**src/hdl/mmc_pkg.sv**
```systemverilog
// Constants, command codes and configuration types of the motion module command interpreter.
package mmc_pkg;
    localparam int CLK_HZ      = 20_000_000;
    localparam int BAUD        = 9600;
    localparam int BIT_CYC     = CLK_HZ / BAUD;
    localparam int TIMEOUT_MS  = 2500;
    localparam int TIMEOUT_CYC = (CLK_HZ / 1000) * TIMEOUT_MS;
    localparam int SEC_S       = 1;
    localparam int SEC_CYC     = CLK_HZ * SEC_S;
    localparam int SEC_PER_MIN = 60;
    localparam int TW          = 13;
    localparam int CW          = 26;
    localparam int AW          = 4;

    localparam logic [7:0] CMD_RD_MOTION = 8'h61;
    localparam logic [7:0] CMD_RD_LIGHT  = 8'h62;
    localparam logic [7:0] CMD_RD_PINFN  = 8'h63;
    localparam logic [7:0] CMD_RD_ACT    = 8'h64;
    localparam logic [7:0] CMD_RD_HS     = 8'h65;
    localparam logic [7:0] CMD_RD_FREQ   = 8'h66;
    localparam logic [7:0] CMD_RD_HSLVL  = 8'h67;
    localparam logic [7:0] CMD_RD_THRESH = 8'h6C;
    localparam logic [7:0] CMD_RD_DIR    = 8'h76;
    localparam logic [7:0] CMD_WR_PINFN  = 8'h43;
    localparam logic [7:0] CMD_WR_ACT    = 8'h44;
    localparam logic [7:0] CMD_WR_HS     = 8'h45;
    localparam logic [7:0] CMD_WR_FREQ   = 8'h46;
    localparam logic [7:0] CMD_WR_HSLVL  = 8'h47;
    localparam logic [7:0] CMD_WR_THRESH = 8'h4C;
    localparam logic [7:0] CMD_WR_OUT    = 8'h4F;
    localparam logic [7:0] CMD_WR_DIR    = 8'h56;

    localparam logic [7:0] CH_Y     = 8'h59;
    localparam logic [7:0] CH_N     = 8'h4E;
    localparam logic [7:0] CH_U     = 8'h55;
    localparam logic [7:0] CH_M     = 8'h4D;
    localparam logic [7:0] CH_R     = 8'h52;
    localparam logic [7:0] CH_H     = 8'h48;
    localparam logic [7:0] CH_L     = 8'h4C;
    localparam logic [7:0] CH_A     = 8'h41;
    localparam logic [7:0] CH_PLUS  = 8'h2B;
    localparam logic [7:0] CH_MINUS = 8'h2D;
    localparam logic [7:0] CH_ACK   = 8'h06;
    localparam logic [7:0] CH_NACK  = 8'h15;
    localparam logic [7:0] LOWER_LO = 8'h61;
    localparam logic [7:0] LOWER_HI = 8'h7A;
    localparam logic [7:0] UPPER_LO = 8'h41;
    localparam logic [7:0] UPPER_HI = 8'h5A;
    localparam logic [7:0] ACT_MIN_BASE = 8'h80;
    localparam logic [7:0] HS_LVL_MAX   = 8'h03;

    localparam logic [AW-1:0] REG_STATUS = 4'h0;
    localparam logic [AW-1:0] REG_CFG    = 4'h4;
    localparam logic [AW-1:0] REG_MODE   = 4'h8;
    localparam int ST_STABLE_BIT = 0;
    localparam int ST_MOTION_BIT = 1;
    localparam int ST_ACTIVE_BIT = 2;
    localparam int ST_PINMD_BIT  = 3;
    localparam int ST_GATED_BIT  = 4;
    localparam int CFG_THR_LSB   = 0;
    localparam int CFG_ACT_LSB   = 8;

    typedef enum logic [1:0] {DIR_ANY = 2'h0, DIR_POS = 2'h1, DIR_NEG = 2'h2} mmc_dir_t;
    typedef enum logic [1:0] {ST_IDLE = 2'h0, ST_TXV = 2'h1, ST_WAIT = 2'h3, ST_TXA = 2'h2} mmc_state_t;

    typedef struct packed {
        logic [7:0] thresh;
        logic [7:0] act_time;
        logic       pin_fn_md;
        logic       hs_en;
        logic [1:0] hs_level;
        logic       freq_high;
        mmc_dir_t   dir;
    } mmc_cfg_t;

    localparam mmc_cfg_t CFG_DEFAULT = '{thresh: 8'h64, act_time: 8'h02, pin_fn_md: 1'b0, hs_en: 1'b0,
                                         hs_level: 2'h1, freq_high: 1'b0, dir: DIR_ANY};
endpackage

```
**src/hdl/mmc_ser_if.sv**
```systemverilog
// Byte stream carrier between the command core and the serial line engine.
`timescale 1ns/10ps
interface mmc_ser_if;
    logic       rx_valid;
    logic [7:0] rx_data;
    logic       tx_valid;
    logic [7:0] tx_data;
    logic       tx_ready;
    modport core (input rx_valid, rx_data, tx_ready, output tx_valid, tx_data);
    modport phy  (output rx_valid, rx_data, tx_ready, input tx_valid, tx_data);
endinterface

```
**src/hdl/mmc_uart.sv**
```systemverilog
// Serial line engine: 8 data bits, no parity, one stop bit, fixed baud.
`timescale 1ns/10ps
module mmc_uart (
    input  wire logic mclk_in,
    input  wire logic reset_in,
    input  wire logic rxd_in,
    output logic      txd_out,
    mmc_ser_if.phy    ser
);
    import mmc_pkg::*;
    localparam logic [11:0] BIT_LAST  = 12'(BIT_CYC - 1);
    localparam logic [11:0] HALF_LAST = 12'(BIT_CYC / 2 - 1);

    logic        rx_busy_q;
    logic [11:0] rx_cnt_q;
    logic [3:0]  rx_bit_q;
    logic [7:0]  rx_sh_q;
    logic        rx_vld_q;
    logic        tx_busy_q;
    logic [11:0] tx_cnt_q;
    logic [3:0]  tx_bit_q;
    logic [9:0]  tx_sh_q;

    wire rx_tick   = rx_busy_q && (rx_cnt_q == ((rx_bit_q == 4'h0) ? HALF_LAST : BIT_LAST));
    wire tx_tick   = tx_busy_q && (tx_cnt_q == BIT_LAST);
    wire tx_launch = ser.tx_valid && !tx_busy_q;

    assign ser.rx_valid = rx_vld_q;
    assign ser.rx_data  = rx_sh_q;
    assign ser.tx_ready = !tx_busy_q;

    // Start bit is checked at mid-bit so a glitch does not start a frame; stop bit must be high.
    always_ff @(posedge mclk_in or posedge reset_in) begin
        if (reset_in) begin
            rx_busy_q <= 1'b0;
            rx_cnt_q  <= 12'h000;
            rx_bit_q  <= 4'h0;
            rx_sh_q   <= 8'h00;
            rx_vld_q  <= 1'b0;
        end else begin
            rx_vld_q <= 1'b0;
            if (!rx_busy_q) begin
                rx_busy_q <= !rxd_in;
                rx_cnt_q  <= 12'h000;
                rx_bit_q  <= 4'h0;
            end else if (!rx_tick) begin
                rx_cnt_q <= rx_cnt_q + 12'h001;
            end else begin
                rx_cnt_q <= 12'h000;
                rx_bit_q <= rx_bit_q + 4'h1;
                if (rx_bit_q == 4'h0 && rxd_in) begin
                    rx_busy_q <= 1'b0;
                end else if (rx_bit_q == 4'h9) begin
                    rx_busy_q <= 1'b0;
                    rx_vld_q  <= rxd_in;
                end else if (rx_bit_q != 4'h0) begin
                    rx_sh_q <= {rxd_in, rx_sh_q[7:1]};
                end
            end
        end
    end

    always_ff @(posedge mclk_in or posedge reset_in) begin
        if (reset_in) begin
            tx_busy_q <= 1'b0;
            tx_cnt_q  <= 12'h000;
            tx_bit_q  <= 4'h0;
            tx_sh_q   <= 10'h3FF;
        end else if (tx_launch) begin
            tx_busy_q <= 1'b1;
            tx_cnt_q  <= 12'h000;
            tx_bit_q  <= 4'h0;
            tx_sh_q   <= {1'b1, ser.tx_data, 1'b0};
        end else if (tx_tick) begin
            tx_cnt_q  <= 12'h000;
            tx_bit_q  <= tx_bit_q + 4'h1;
            tx_sh_q   <= {1'b1, tx_sh_q[9:1]};
            tx_busy_q <= (tx_bit_q != 4'h9);
        end else if (tx_busy_q) begin
            tx_cnt_q <= tx_cnt_q + 12'h001;
        end
    end

    assign txd_out = tx_sh_q[0];
endmodule

```
**src/hdl/mmc_core.sv**
```systemverilog
// Command interpreter of the motion module: serial commands, settings, motion latch and output timing.
//Contract
// - Motion latches status Y until status read.
// - Status read returns value, then clears to N.
// - Unstable sensor makes status read return U.
// - Status read ignores output pin and timing.
// - Light level read returns input, 0 to 255.
// - Zero means most light, 255 least.
// - Level below threshold keeps motion output inactive.
// - Level above threshold lets output act normally.
// - Threshold written and read back, default 100.
// - Shared pin function M or R, default R.
// - Reset function: low pin resets whole module; code resets settings, sequencer, latch and timer, not UART.
// - Activation byte: 0/128 never, seconds, minutes.
// - Activation time written and read, default 2.
// - High sensitivity enable Y/N, default off.
// - High sensitivity level 0-3, default 1.
// - Level zero behaves as sensitivity disabled.
// - New level applies at once when enabled.
// - Frequency response H or L, default L.
// - Direction A, plus or minus, default A.
// - Output state command drives output directly; code loads the byte into the timer as activation time, light-gated.
// - Write returns current value, data timeout NACK.
// - Unknown or incomplete commands answered with NACK.
// - Lower case reads, upper case writes.
// - Link runs 9600 baud, 8N1, no flow.
//
// The plain strobed port and the placing of the registers were decided locally.
`timescale 1ns/10ps
module mmc_core #(
    parameter int TIMEOUT_CYC_P = mmc_pkg::TIMEOUT_CYC,
    parameter int SEC_CYC_P     = mmc_pkg::SEC_CYC
) (
    input  wire logic                mclk_in,
    input  wire logic                reset_in,
    input  wire logic                rxd_in,
    output logic                     txd_out,
    input  wire logic                md_pin_in,
    output logic                     md_pin_out,
    output logic                     md_pin_oe_out,
    input  wire logic [7:0]          light_level_in,
    input  wire logic                motion_evt_in,
    input  wire logic                sensor_stable_in,
    output logic [1:0]               hs_level_out,
    output logic                     freq_high_out,
    output mmc_pkg::mmc_dir_t        dir_out,
    output logic                     module_reset_out,
    input  wire logic [mmc_pkg::AW-1:0] reg_addr_in,
    input  wire logic [31:0]         reg_wdata_in,
    input  wire logic                reg_wr_in,
    input  wire logic                reg_rd_in,
    output logic [31:0]              reg_rdata_out
);
    import mmc_pkg::*;

    localparam logic [CW-1:0] TO_LAST  = CW'(TIMEOUT_CYC_P - 1);
    localparam logic [CW-1:0] SEC_LAST = CW'(SEC_CYC_P - 1);

    mmc_ser_if ser ();

    mmc_uart u_uart (
        .mclk_in  (mclk_in),
        .reset_in (reset_in),
        .rxd_in   (rxd_in),
        .txd_out  (txd_out),
        .ser      (ser)
    );

    mmc_state_t    st_q;
    mmc_cfg_t      cfg_q;
    mmc_cfg_t      cfg_new;
    logic [7:0]    cmd_q;
    logic [7:0]    tx_byte_q;
    logic [CW-1:0] to_q;
    logic [CW-1:0] sec_q;
    logic [TW-1:0] rem_q;
    logic          motion_q;
    logic          md_out_q;
    logic          soft_rst_q;
    logic [31:0]   rdata_q;
    logic [7:0]    rd_val;
    logic          rd_known;
    logic [7:0]    wr_cur;
    logic          wr_known;
    logic          data_ok;

    // Seconds for an activation byte; 0 and 128 mean the output is never raised.
    function automatic logic [TW-1:0] act_secs(input logic [7:0] b);
        logic [TW-1:0] m;
        m = TW'(b[6:0]);
        if (b[6:0] == 7'h00) begin
            act_secs = '0;
        end else if (b < ACT_MIN_BASE) begin
            act_secs = m;
        end else begin
            act_secs = TW'(m * TW'(SEC_PER_MIN));
        end
    endfunction

    wire rx_in     = ser.rx_valid;
    wire [7:0] rxb = ser.rx_data;
    wire is_lower  = (rxb >= LOWER_LO) && (rxb <= LOWER_HI);
    wire is_upper  = (rxb >= UPPER_LO) && (rxb <= UPPER_HI);
    wire cmd_take  = (st_q == ST_IDLE) && rx_in;
    wire data_take = (st_q == ST_WAIT) && rx_in;
    wire timeout   = (st_q == ST_WAIT) && !rx_in && (to_q == TO_LAST);
    wire rd_status = cmd_take && is_lower && (rxb == CMD_RD_MOTION);
    wire soft_rst  = !cfg_q.pin_fn_md && !md_pin_in;
    wire gated     = light_level_in < cfg_q.thresh;
    wire md_active = rem_q != '0;
    wire load_out  = data_take && (cmd_q == CMD_WR_OUT);
    wire [TW-1:0] trig_secs = act_secs(cfg_q.act_time);
    wire bus_cfg_wr = reg_wr_in && (reg_addr_in == REG_CFG);

    // Read answers are decoded only for lower-case letters; anything else falls to NACK.
    always_comb begin
        rd_known = is_lower;
        rd_val   = CH_NACK;
        case (rxb)
            CMD_RD_MOTION: rd_val = !sensor_stable_in ? CH_U : (motion_q ? CH_Y : CH_N);
            CMD_RD_LIGHT:  rd_val = light_level_in;
            CMD_RD_PINFN:  rd_val = cfg_q.pin_fn_md ? CH_M : CH_R;
            CMD_RD_ACT:    rd_val = cfg_q.act_time;
            CMD_RD_HS:     rd_val = cfg_q.hs_en ? CH_Y : CH_N;
            CMD_RD_FREQ:   rd_val = cfg_q.freq_high ? CH_H : CH_L;
            CMD_RD_HSLVL:  rd_val = {6'h00, cfg_q.hs_level};
            CMD_RD_THRESH: rd_val = cfg_q.thresh;
            CMD_RD_DIR:    rd_val = (cfg_q.dir == DIR_POS) ? CH_PLUS : ((cfg_q.dir == DIR_NEG) ? CH_MINUS : CH_A);
            default:       rd_known = 1'b0;
        endcase
    end

    always_comb begin
        wr_known = is_upper;
        wr_cur   = CH_NACK;
        case (rxb)
            CMD_WR_PINFN:  wr_cur = cfg_q.pin_fn_md ? CH_M : CH_R;
            CMD_WR_ACT:    wr_cur = cfg_q.act_time;
            CMD_WR_HS:     wr_cur = cfg_q.hs_en ? CH_Y : CH_N;
            CMD_WR_FREQ:   wr_cur = cfg_q.freq_high ? CH_H : CH_L;
            CMD_WR_HSLVL:  wr_cur = {6'h00, cfg_q.hs_level};
            CMD_WR_THRESH: wr_cur = cfg_q.thresh;
            CMD_WR_OUT:    wr_cur = {7'h00, md_active};
            CMD_WR_DIR:    wr_cur = (cfg_q.dir == DIR_POS) ? CH_PLUS : ((cfg_q.dir == DIR_NEG) ? CH_MINUS : CH_A);
            default:       wr_known = 1'b0;
        endcase
    end

    // A data byte outside the allowed set is refused and leaves the setting untouched.
    always_comb begin
        cfg_new = cfg_q;
        data_ok = 1'b1;
        case (cmd_q)
            CMD_WR_PINFN: begin
                data_ok           = (rxb == CH_M) || (rxb == CH_R);
                cfg_new.pin_fn_md = (rxb == CH_M);
            end
            CMD_WR_ACT:    cfg_new.act_time = rxb;
            CMD_WR_HS: begin
                data_ok       = (rxb == CH_Y) || (rxb == CH_N);
                cfg_new.hs_en = (rxb == CH_Y);
            end
            CMD_WR_FREQ: begin
                data_ok           = (rxb == CH_H) || (rxb == CH_L);
                cfg_new.freq_high = (rxb == CH_H);
            end
            CMD_WR_HSLVL: begin
                data_ok          = rxb <= HS_LVL_MAX;
                cfg_new.hs_level = rxb[1:0];
            end
            CMD_WR_THRESH: cfg_new.thresh = rxb;
            CMD_WR_DIR: begin
                data_ok     = (rxb == CH_A) || (rxb == CH_PLUS) || (rxb == CH_MINUS);
                cfg_new.dir = (rxb == CH_PLUS) ? DIR_POS : ((rxb == CH_MINUS) ? DIR_NEG : DIR_ANY);
            end
            default: data_ok = 1'b1;
        endcase
    end

    always_ff @(posedge mclk_in or posedge reset_in) begin
        if (reset_in) begin
            cfg_q <= CFG_DEFAULT;
        end else if (soft_rst) begin
            cfg_q <= CFG_DEFAULT;
        end else if (data_take && data_ok) begin
            cfg_q <= cfg_new;
        end else if (bus_cfg_wr) begin
            cfg_q.thresh   <= reg_wdata_in[CFG_THR_LSB +: 8];
            cfg_q.act_time <= reg_wdata_in[CFG_ACT_LSB +: 8];
        end
    end

    // Command sequencer: one answer per read or unknown command, a write answers twice around its data byte.
    always_ff @(posedge mclk_in or posedge reset_in) begin
        if (reset_in) begin
            st_q      <= ST_IDLE;
            cmd_q     <= 8'h00;
            tx_byte_q <= 8'h00;
        end else if (soft_rst) begin
            st_q <= ST_IDLE;
        end else begin
            case (st_q)
                ST_IDLE: if (rx_in) begin
                    cmd_q     <= rxb;
                    tx_byte_q <= wr_known ? wr_cur : (rd_known ? rd_val : CH_NACK);
                    st_q      <= wr_known ? ST_TXV : ST_TXA;
                end
                ST_TXV:  if (ser.tx_ready) begin
                    st_q <= ST_WAIT;
                end
                ST_WAIT: if (rx_in) begin
                    tx_byte_q <= data_ok ? CH_ACK : CH_NACK;
                    st_q      <= ST_TXA;
                end else if (timeout) begin
                    tx_byte_q <= CH_NACK;
                    st_q      <= ST_TXA;
                end
                ST_TXA:  if (ser.tx_ready) begin
                    st_q <= ST_IDLE;
                end
                default: st_q <= ST_IDLE;
            endcase
        end
    end

    assign ser.tx_valid = (st_q == ST_TXV) || (st_q == ST_TXA);
    assign ser.tx_data  = tx_byte_q;

    always_ff @(posedge mclk_in or posedge reset_in) begin
        if (reset_in) begin
            to_q <= '0;
        end else begin
            to_q <= (st_q == ST_WAIT) ? to_q + CW'(1) : '0;
        end
    end

    // A new event wins over the clearing read in the same cycle.
    always_ff @(posedge mclk_in or posedge reset_in) begin
        if (reset_in) begin
            motion_q <= 1'b0;
        end else if (soft_rst) begin
            motion_q <= 1'b0;
        end else begin
            motion_q <= motion_evt_in || (motion_q && !rd_status);
        end
    end

    // The remaining time counts in whole seconds; the output command overrides it and motion restarts it.
    always_ff @(posedge mclk_in or posedge reset_in) begin
        if (reset_in) begin
            rem_q <= '0;
            sec_q <= '0;
        end else if (soft_rst) begin
            rem_q <= '0;
            sec_q <= '0;
        end else if (load_out) begin
            rem_q <= act_secs(rxb);
            sec_q <= '0;
        end else if (motion_evt_in && trig_secs != '0) begin
            rem_q <= trig_secs;
            sec_q <= '0;
        end else if (md_active) begin
            sec_q <= (sec_q == SEC_LAST) ? '0 : sec_q + CW'(1);
            rem_q <= (sec_q == SEC_LAST) ? rem_q - TW'(1) : rem_q;
        end
    end

    always_ff @(posedge mclk_in or posedge reset_in) begin
        if (reset_in) begin
            md_out_q   <= 1'b1;
            soft_rst_q <= 1'b0;
        end else begin
            md_out_q   <= !(md_active && !gated);
            soft_rst_q <= soft_rst;
        end
    end

    assign md_pin_out       = md_out_q;
    assign md_pin_oe_out    = cfg_q.pin_fn_md;
    assign module_reset_out = soft_rst_q;
    assign hs_level_out     = (cfg_q.hs_en && cfg_q.hs_level != 2'h0) ? cfg_q.hs_level : 2'h0;
    assign freq_high_out    = cfg_q.freq_high;
    assign dir_out          = cfg_q.dir;

    wire [31:0] st_word = 32'({gated, cfg_q.pin_fn_md, md_active, motion_q, sensor_stable_in});
    wire [31:0] cfg_word = {16'h0000, cfg_q.act_time, cfg_q.thresh};
    wire [31:0] mode_word = 32'({cfg_q.dir, cfg_q.freq_high, cfg_q.hs_level, cfg_q.hs_en});
    wire [31:0] rd_mux = (reg_addr_in == REG_STATUS) ? st_word :
                         (reg_addr_in == REG_CFG)    ? cfg_word :
                         (reg_addr_in == REG_MODE)   ? mode_word : 32'h0000_0000;

    always_ff @(posedge mclk_in or posedge reset_in) begin
        if (reset_in) begin
            rdata_q <= 32'h0000_0000;
        end else begin
            rdata_q <= reg_rd_in ? rd_mux : 32'h0000_0000;
        end
    end

    assign reg_rdata_out = rdata_q;
endmodule

```
**config.mk**
```make
export PLATFORM = sky130hd
export DESIGN_NAME = mmc_core
export DESIGN_NICKNAME = d
export VERILOG_FILES = /design/src/hdl/mmc_pkg.sv /design/src/hdl/mmc_ser_if.sv /design/src/hdl/mmc_uart.sv /design/src/hdl/mmc_core.sv
export SDC_FILE = /design/constraint.sdc
export NUM_CORES = 1
export LEC_CHECK = 0
export ABC_AREA = 1
export BUFFER_PORTS_ARGS = -buffer_cell sky130_fd_sc_hd__buf_2
export CAP_MARGIN = 10
export CORE_MARGIN = 5
export CORE_UTILIZATION = 55
export DETAILED_ROUTE_END_ITERATION = 10
export PLACE_DENSITY = 0.74
export SETUP_SLACK_MARGIN = 0.5
export SLEW_MARGIN = 20
export SYNTH_ARGS = -nofsm -noshare
export SYNTH_HDL_FRONTEND = slang
export SYNTH_SLANG_ARGS = --single-unit
```
**constraint.sdc**
```tcl
create_clock -name mclk_in -period 6.1 [get_ports mclk_in]
set_input_delay 0.61 -clock mclk_in [delete_from_list [all_inputs] [get_ports mclk_in]]
set_output_delay 0.61 -clock mclk_in [all_outputs]
set_load 0.05 [all_outputs]
```
After elaboration in Yosys (flattened, before gate mapping)
Cells that the tools add are included.

storage, ports and cells
  bits in registers = 178
  input bits = 52
  logic and storage cells = 254
  output and inout port bits = 41

cells by class
  equal/unequal tests = 55
  magnitude comparators = 8
  bitwise logic cells = 3
  reductions and logical operators = 70
  multiplexer cells = 83
  add/subtract/negate cells = 7
  multiply operators = 2

operators by type and width
  cell                                                            number
  equality test 8 x 7 -> 1 bit, second input constant             31
  two-way mux 26 bit                                              6
  two-way mux 13 bit                                              9
  two-way mux 16 bit                                              5
  two-way mux 12 bit                                              6
  one-hot mux 8 bit (9 select lines)                              1
  one-hot mux 8 bit (8 select lines)                              1
  two-way mux 8 bit                                               7
  adder 26 x 1 -> 26 bit, second input constant                   2
  equality test 26 x 25 -> 1 bit, second input constant           1
  equality test 26 bit, second input constant                     1
  nonzero test 13 bit                                             2
  two-way mux 5 bit                                               5
  adder 12 x 1 -> 12 bit, second input constant                   2
  two-way mux 2 bit                                               12
  two-way mux 23 bit                                              1
  multiplier 7 x 4 -> 11 bit, second input constant               2
  two-way mux 7 bit                                               3
  logical AND 1 bit                                               20
  two-way mux 10 bit                                              2
  nonzero test 2 bit                                              9
  equality test 8 x 6 -> 1 bit, second input constant             2
  >= comparator 8 x 7 -> 1 bit, second input constant             2
  less-or-equal comparator 8 x 7 -> 1 bit, second input constant  2
  other kinds (38)                                                94

Logic depth before layout (Yosys ltp)
  depth after elaboration = 8
  gate-level depth with buffers = 21
  gate-level depth less buffers = 20

Cells and area by module
Synthesis repeated with hierarchy kept, for this count alone.

unflattened totals
  cell total of the unflattened synthesis = 1831
  area total of the unflattened synthesis = 13008.7 µm²

modules (own cells, without submodules)
  module    cells an instance  instances  sequential area each (µm²)  area each (µm²)
  mmc_core  1498               1          3135.5                      10252.3
  mmc_uart  333                1          1312.5                      2756.4

Worst setup path after synthesis
OpenSTA, ideal clock, no wires.

  kind = register to register
  from = reg cfg_q[8] (netlist bit)
  to = reg sec_q[13]
  buffers on the path = 1
  library setup time = 0.083 ns
  required time = 6.017 ns
  data arrival time = 3.467 ns
  clock period less this slack = 3.549 ns
  stages on the path, launching flop included = 18
  path slack = 2.551 ns
  cells stage by stage = dfstp_2 fa_1 fa_1 inv_1 fa_1 nand2_1 inv_1 nor2_1 o21ai_1 nand3_1 nor2_1 nand3_2 o21ai_4 nand3_4 clkinv_2 buf_4 nand2_1 o21ai_0

between the ends
  word-level cells in the longest chain between the ends = 8
  elaborated cells between the ends (all ways) = 11
  those cells by class = mul: 1; order compare: 1; mux: 5; reduce/logical: 4

RTL lines
  what                                                                             RTL line                        RTL
  from (decl)                                                                      mmc_core.sv:70                  mmc_cfg_t cfg_q;
  from (signal assigned)                                                           mmc_core.sv:186                 cfg_q <= cfg_new;
  multiplier 7 x 4 -> 11 bit / less-than comparator 8 bit (equally long branches)  mmc_core.sv:96, mmc_core.sv:93
  two-way mux 13 bit                                                               mmc_core.sv:93                  end else if (b < ACT_MIN_BASE) begin
  two-way mux 13 bit (*)                                                           mmc_core.sv:91                  if (b[6:0] == 7'h00) begin
  nonzero test 13 bit (*)                                                          mmc_core.sv:259                 end else if (motion_evt_in && trig_secs != '0) begin
  logical AND 1 bit (*)                                                            mmc_core.sv:259
  two-way mux 26 bit                                                               mmc_core.sv:259
  two-way mux 26 bit                                                               mmc_core.sv:256                 end else if (load_out) begin
  two-way mux 26 bit                                                               mmc_core.sv:253                 end else if (soft_rst) begin
  to (signal assigned)                                                             mmc_core.sv:263                 sec_q <= (sec_q == SEC_LAST) ? '0 : sec_q + CW'(1);
  to (decl)                                                                        mmc_core.sv:75                  logic [CW-1:0] sec_q;

Every way passes the cells marked *; elsewhere a longest branch is shown, timed or not.
A chain may end at the register's enable or synchronous reset.

Worst setup path in the final report
  from = reg cfg_q[8] (netlist bit)
  to = reg sec_q[0]

Same word-level chain as after synthesis.

==> results by group <==
STA
  – Final setup fails: 0
  – Clock skew: 0.0202 ns
  – Fin worst setup slack: ~1.8 ns
  – Fin crit period: 4.30 ns
  – Worst hold slack: just under 0.3 ns
  – Unrepaired setup endpoints after global routing: no
  – Max-slew headroom: ~44%
  – Maximum clock frequency: between 200 and 250 MHz
  – Final worst-path cycle share: slightly above 70%
  – Worst Tran Pin Value: approximately 0.83 ns
  – Final Hold Violating Endpoints: 0
  – Slew Viols, Final: 0
  – Fin Setup TNS: 0 ns

Power and ir drop
  – P_leak: ~6.8 nW
  – Seq pwr share: 40.1%
  – Internal power: roughly 2.3 mW
  – Comb pwr share: 29.8%
  – Max IR drop VDD: between 0.00015 and 0.0002 V
  – Clk pwr share: between 30% and 40%
  – Net Switching: between 1 and 1.5 mW
  – Sw Ratio: between 30% and 40%
  – Pwr/cell area: roughly 270 nW/µm²

Clocking
  – TritonCTS clock tree: done
  – Clk Latency, worst-skew pair: 0.44 ns
  – Clock Pin Slew Worst Setup and Hold Paths: ~0.08 ns
  – Post-CTS Setup Bufs: 0
  – CTS Buffer Depth: 2
  – # resized after CTS: 0
  – Total clock sinks: approximately 180
  – CTS buffer count: 17
  – Clk root buf: clkbuf_16
  – H-tree levels: 4
  – CTS hold repair buffers: 0

Routing
  – Top Metal Used: met4
  – Initial DRC count: 1080
  – Via density: about 5.6
  – Met2 routed WL: around 17000 µm
  – Wire per inst: roughly 17 µm
  – 1st-pass router iterations: 8
  – Routed wl met3: approximately 1400 µm
  – DR DRC count: 0
  – Vias: between 10000 and 15000
  – M1 wire length: 15400 µm
  – Routed Antenna Nets: 0
  – Drt total wl: around 35000 µm

GRT
  – Gr ovfl total: 0
  – First-pass GRT wire length: 57200 µm
  – Largest net degree at the start of global routing: around 80
  – GRT Total Usage: between 20% and 30%
  – Initial antenna violation count: 1
  – Vias in the first global route: ~11000

Worst setup path
  – CP Max Fanout: 25
  – Worst Setup Path Type: reg2reg
  – Worst Path Required: 6.47 ns
  – Startpoint types: flop
  – WP data arrival: around 4.7 ns
  – Crit. End Element: flop
  – CP Launch Point: cfg_q[8]$_DFFE_PP1P_
  – Reg-to-Reg Start: cfg_q[8]$_DFFE_PP1P_

Floorplan
  – Die Wd: roughly 160 µm
  – Core area: around 23000 µm²
  – Rows: 55
  – Die height: between 150 and 200 µm
  – IO Count: 93
  – Die area: roughly 26000 µm²
  – Initial Util: 55.8%

Worst hold path
  – Class of the worst hold path: in2async

Synthesis
  – Netlist cell types: between 50 and 60
  – Ys flop type: dfrtp_1
  – Post-synth EDFFs: 0
  – Asr flop ratio synth: 100%
  – Mapped Avg Cell Area: just over 7 µm²
  – Mapped cell area: ~13000 µm²
  – Gate Count Post-Synth: between 1500 and 2000
  – FF+latch count, synth: about 180
  – Sequential element share of the synthesized area: approximately a third
  – Synthesis warning total: 0

Place
  – Placement Setup Slack: around 1.8 ns
  – Hpwl dp: 26300 µm
  – PortBufs: 60
  – # placed instances: approximately 2100
  – Placer congestion estimate: 1.01

Cells and area
  – Final Util: slightly above 60%
  – Antenna fix cells: 0
  – Area grow syn2layout: 8.45%
  – Final non-filler cell total: around 2100
  – Share of cells above drive strength 1: approximately 8.3%
  – Fin nets: 1943

Status
  – Status: finished, final reports clean

Flow run
  – Count of maximum capacitance violations: 0
path summary, 6_finish.rpt:
| path | to | slack, ns | cells past startpoint |
|---|---|---|---|
| setup / recovery | sec_q[0]$_DFFE_PP0P_ | 1.80 | 17 |
| hold / removal | to_q[22]$_DFF_PP0_ | 0.29 | 2 |
| setup reg to reg | sec_q[0]$_DFFE_PP0P_ | 1.80 | 17 |
| hold reg to reg | to_q[0]$_DFF_PP0_ | 0.46 | 1 |
| max in group asynchronous | u_uart.rx_cnt_q[9]$_DFF_PP0_ | 4.65 | 3 |
| min in group mclk_in | u_uart.rx_busy_q$_DFF_PP0_ | 0.37 | 2 |
cell families after synthesis:
logic type / Yosys count / synth area share [%]
AND/OR/NAND/NOR: 906 / 31.4
buffers and inverters: 285 / 9.25
AO/OA/AOI/OAI: 256 / 11.5
flip-flops: 177 / 35.2
adder cells (fa/ha/maj): 93 / 10.5
XOR/XNOR: 30 / 2.08
other: 1 / 0.0297
placed cells by master, fill, tap and decap left out, drive strengths merged, types with 2 or more instances in the layout:
cell type and instances:
a21oi 72, nor2 208, nand2 417, inv 240, dfrtp 162, ha 71
clkinv 8, dfstp 15, conb 16, o2111ai 4, nor3 67, o21ai 120
or2 4, a211oi 3, o22ai 17, a221oi 2, nand3b 5, buf 66
clkinvlp 2, o21a 2, xnor2 4, nor3b 6, nand4 50, o31ai 6
nand3 135, o211ai 14, nor4 13, a22oi 3, a21boi 2, clkbuf 17
xor2 26, a31oi 3, fa 22
synth_stat cells (all sizes together) (2+ instances only):
| cell | instances | area, µm² |
|---|---|---|
| clkinv | 3 | 12.5 |
| nor3b | 6 | 45.0 |
| or2 | 4 | 25.0 |
| a22oi | 3 | 22.5 |
| a21boi | 2 | 15.0 |
| nand3 | 135 | 703 |
| nor2 | 208 | 815 |
| a21oi | 72 | 360 |
| o22ai | 17 | 106 |
| a221oi | 2 | 17.5 |
| o21a | 2 | 15.0 |
| nor3 | 67 | 352 |
| inv | 232 | 871 |
| clkbuf | 19 | 71.3 |
| nand2 | 417 | 1600 |
| a211oi | 3 | 22.5 |
| xor2 | 26 | 228 |
| fa | 22 | 440 |
| o211ai | 14 | 105 |
| dfstp | 15 | 394 |
| dfrtp | 162 | 4050 |
| nand3b | 5 | 37.5 |
| o21ai | 120 | 616 |
| nand4 | 50 | 313 |
| buf | 31 | 214 |
| ha | 71 | 888 |
| nor4 | 13 | 81.3 |
| xnor2 | 4 | 35.0 |
| o31ai | 6 | 45.0 |
| a31oi | 3 | 18.8 |
| o2111ai | 4 | 35.0 |
sequential cells by signal, summed over array words and instances (netlist names), 9 cells and up:
| signal | cells |
|---|---|
| sec_q | 26 |
| u_uart.tx_cnt_q | 12 |
| rem_q | 13 |
| u_uart.tx_sh_q | 9 |
| reg_rdata_out | 16 |
| u_uart.rx_cnt_q | 12 |
| cfg_q | 19 |
| to_q | 26 |
layout make-up:
cell class                 count  area, µm²
clock inverter                15        164
sequential                   177       4450
clock buffer                  17        425
inverter                     235        888
fill                        2114       8940
timing repair buffer          66        345
multi-input combinational   1301       7080
tap                          285        357
per-layer routing:
metal,global-route usage (%),vias to the layer above
met2,45.5,326
met4,10.0,0
li1,-,5828
met1,35.4,5571
met5,0,-
met3,3.39,73
metrics by stage:
step / instance area, µm² / power, mW
after global routing: 13700 / 3.91
after detailed placement: 13100 / 2.57
final: 13700 / 3.67
after global placement: 13100 / 2.53
after CTS: 13700 / 3.68
after floorplan: 12700 / 2.31
power groups by stage:
stage          sequential [mW]  clock, mW  combinational (mW)
3_5_place_dp              1.49          0                1.08
5_1_grt                   1.49       1.18                1.24
6_report                  1.47       1.11                1.09
2_1_floorplan             1.46          0               0.847
4_1_cts                   1.47       1.13                1.09
3_3_place_gp              1.48          0                1.05
critical path: stages, from the launching register on:
cell and delay, ns:
dfstp_2 0.65, fa_1 0.49, fa_1 0.57, inv_1 0.07, fa_1 0.46, inv_1 0.09
nand3_1 0.09, nand2_1 0.10, nand2_1 0.07, nand2_1 0.06, nand2_1 0.04, nand3_1 0.12
nand3_2 0.16, o21ai_4 0.46, nand2_4 0.20, nand2_4 0.31, o21ai_0 0.13, a21oi_1 0.13
(Power assumes the default switching activity.)
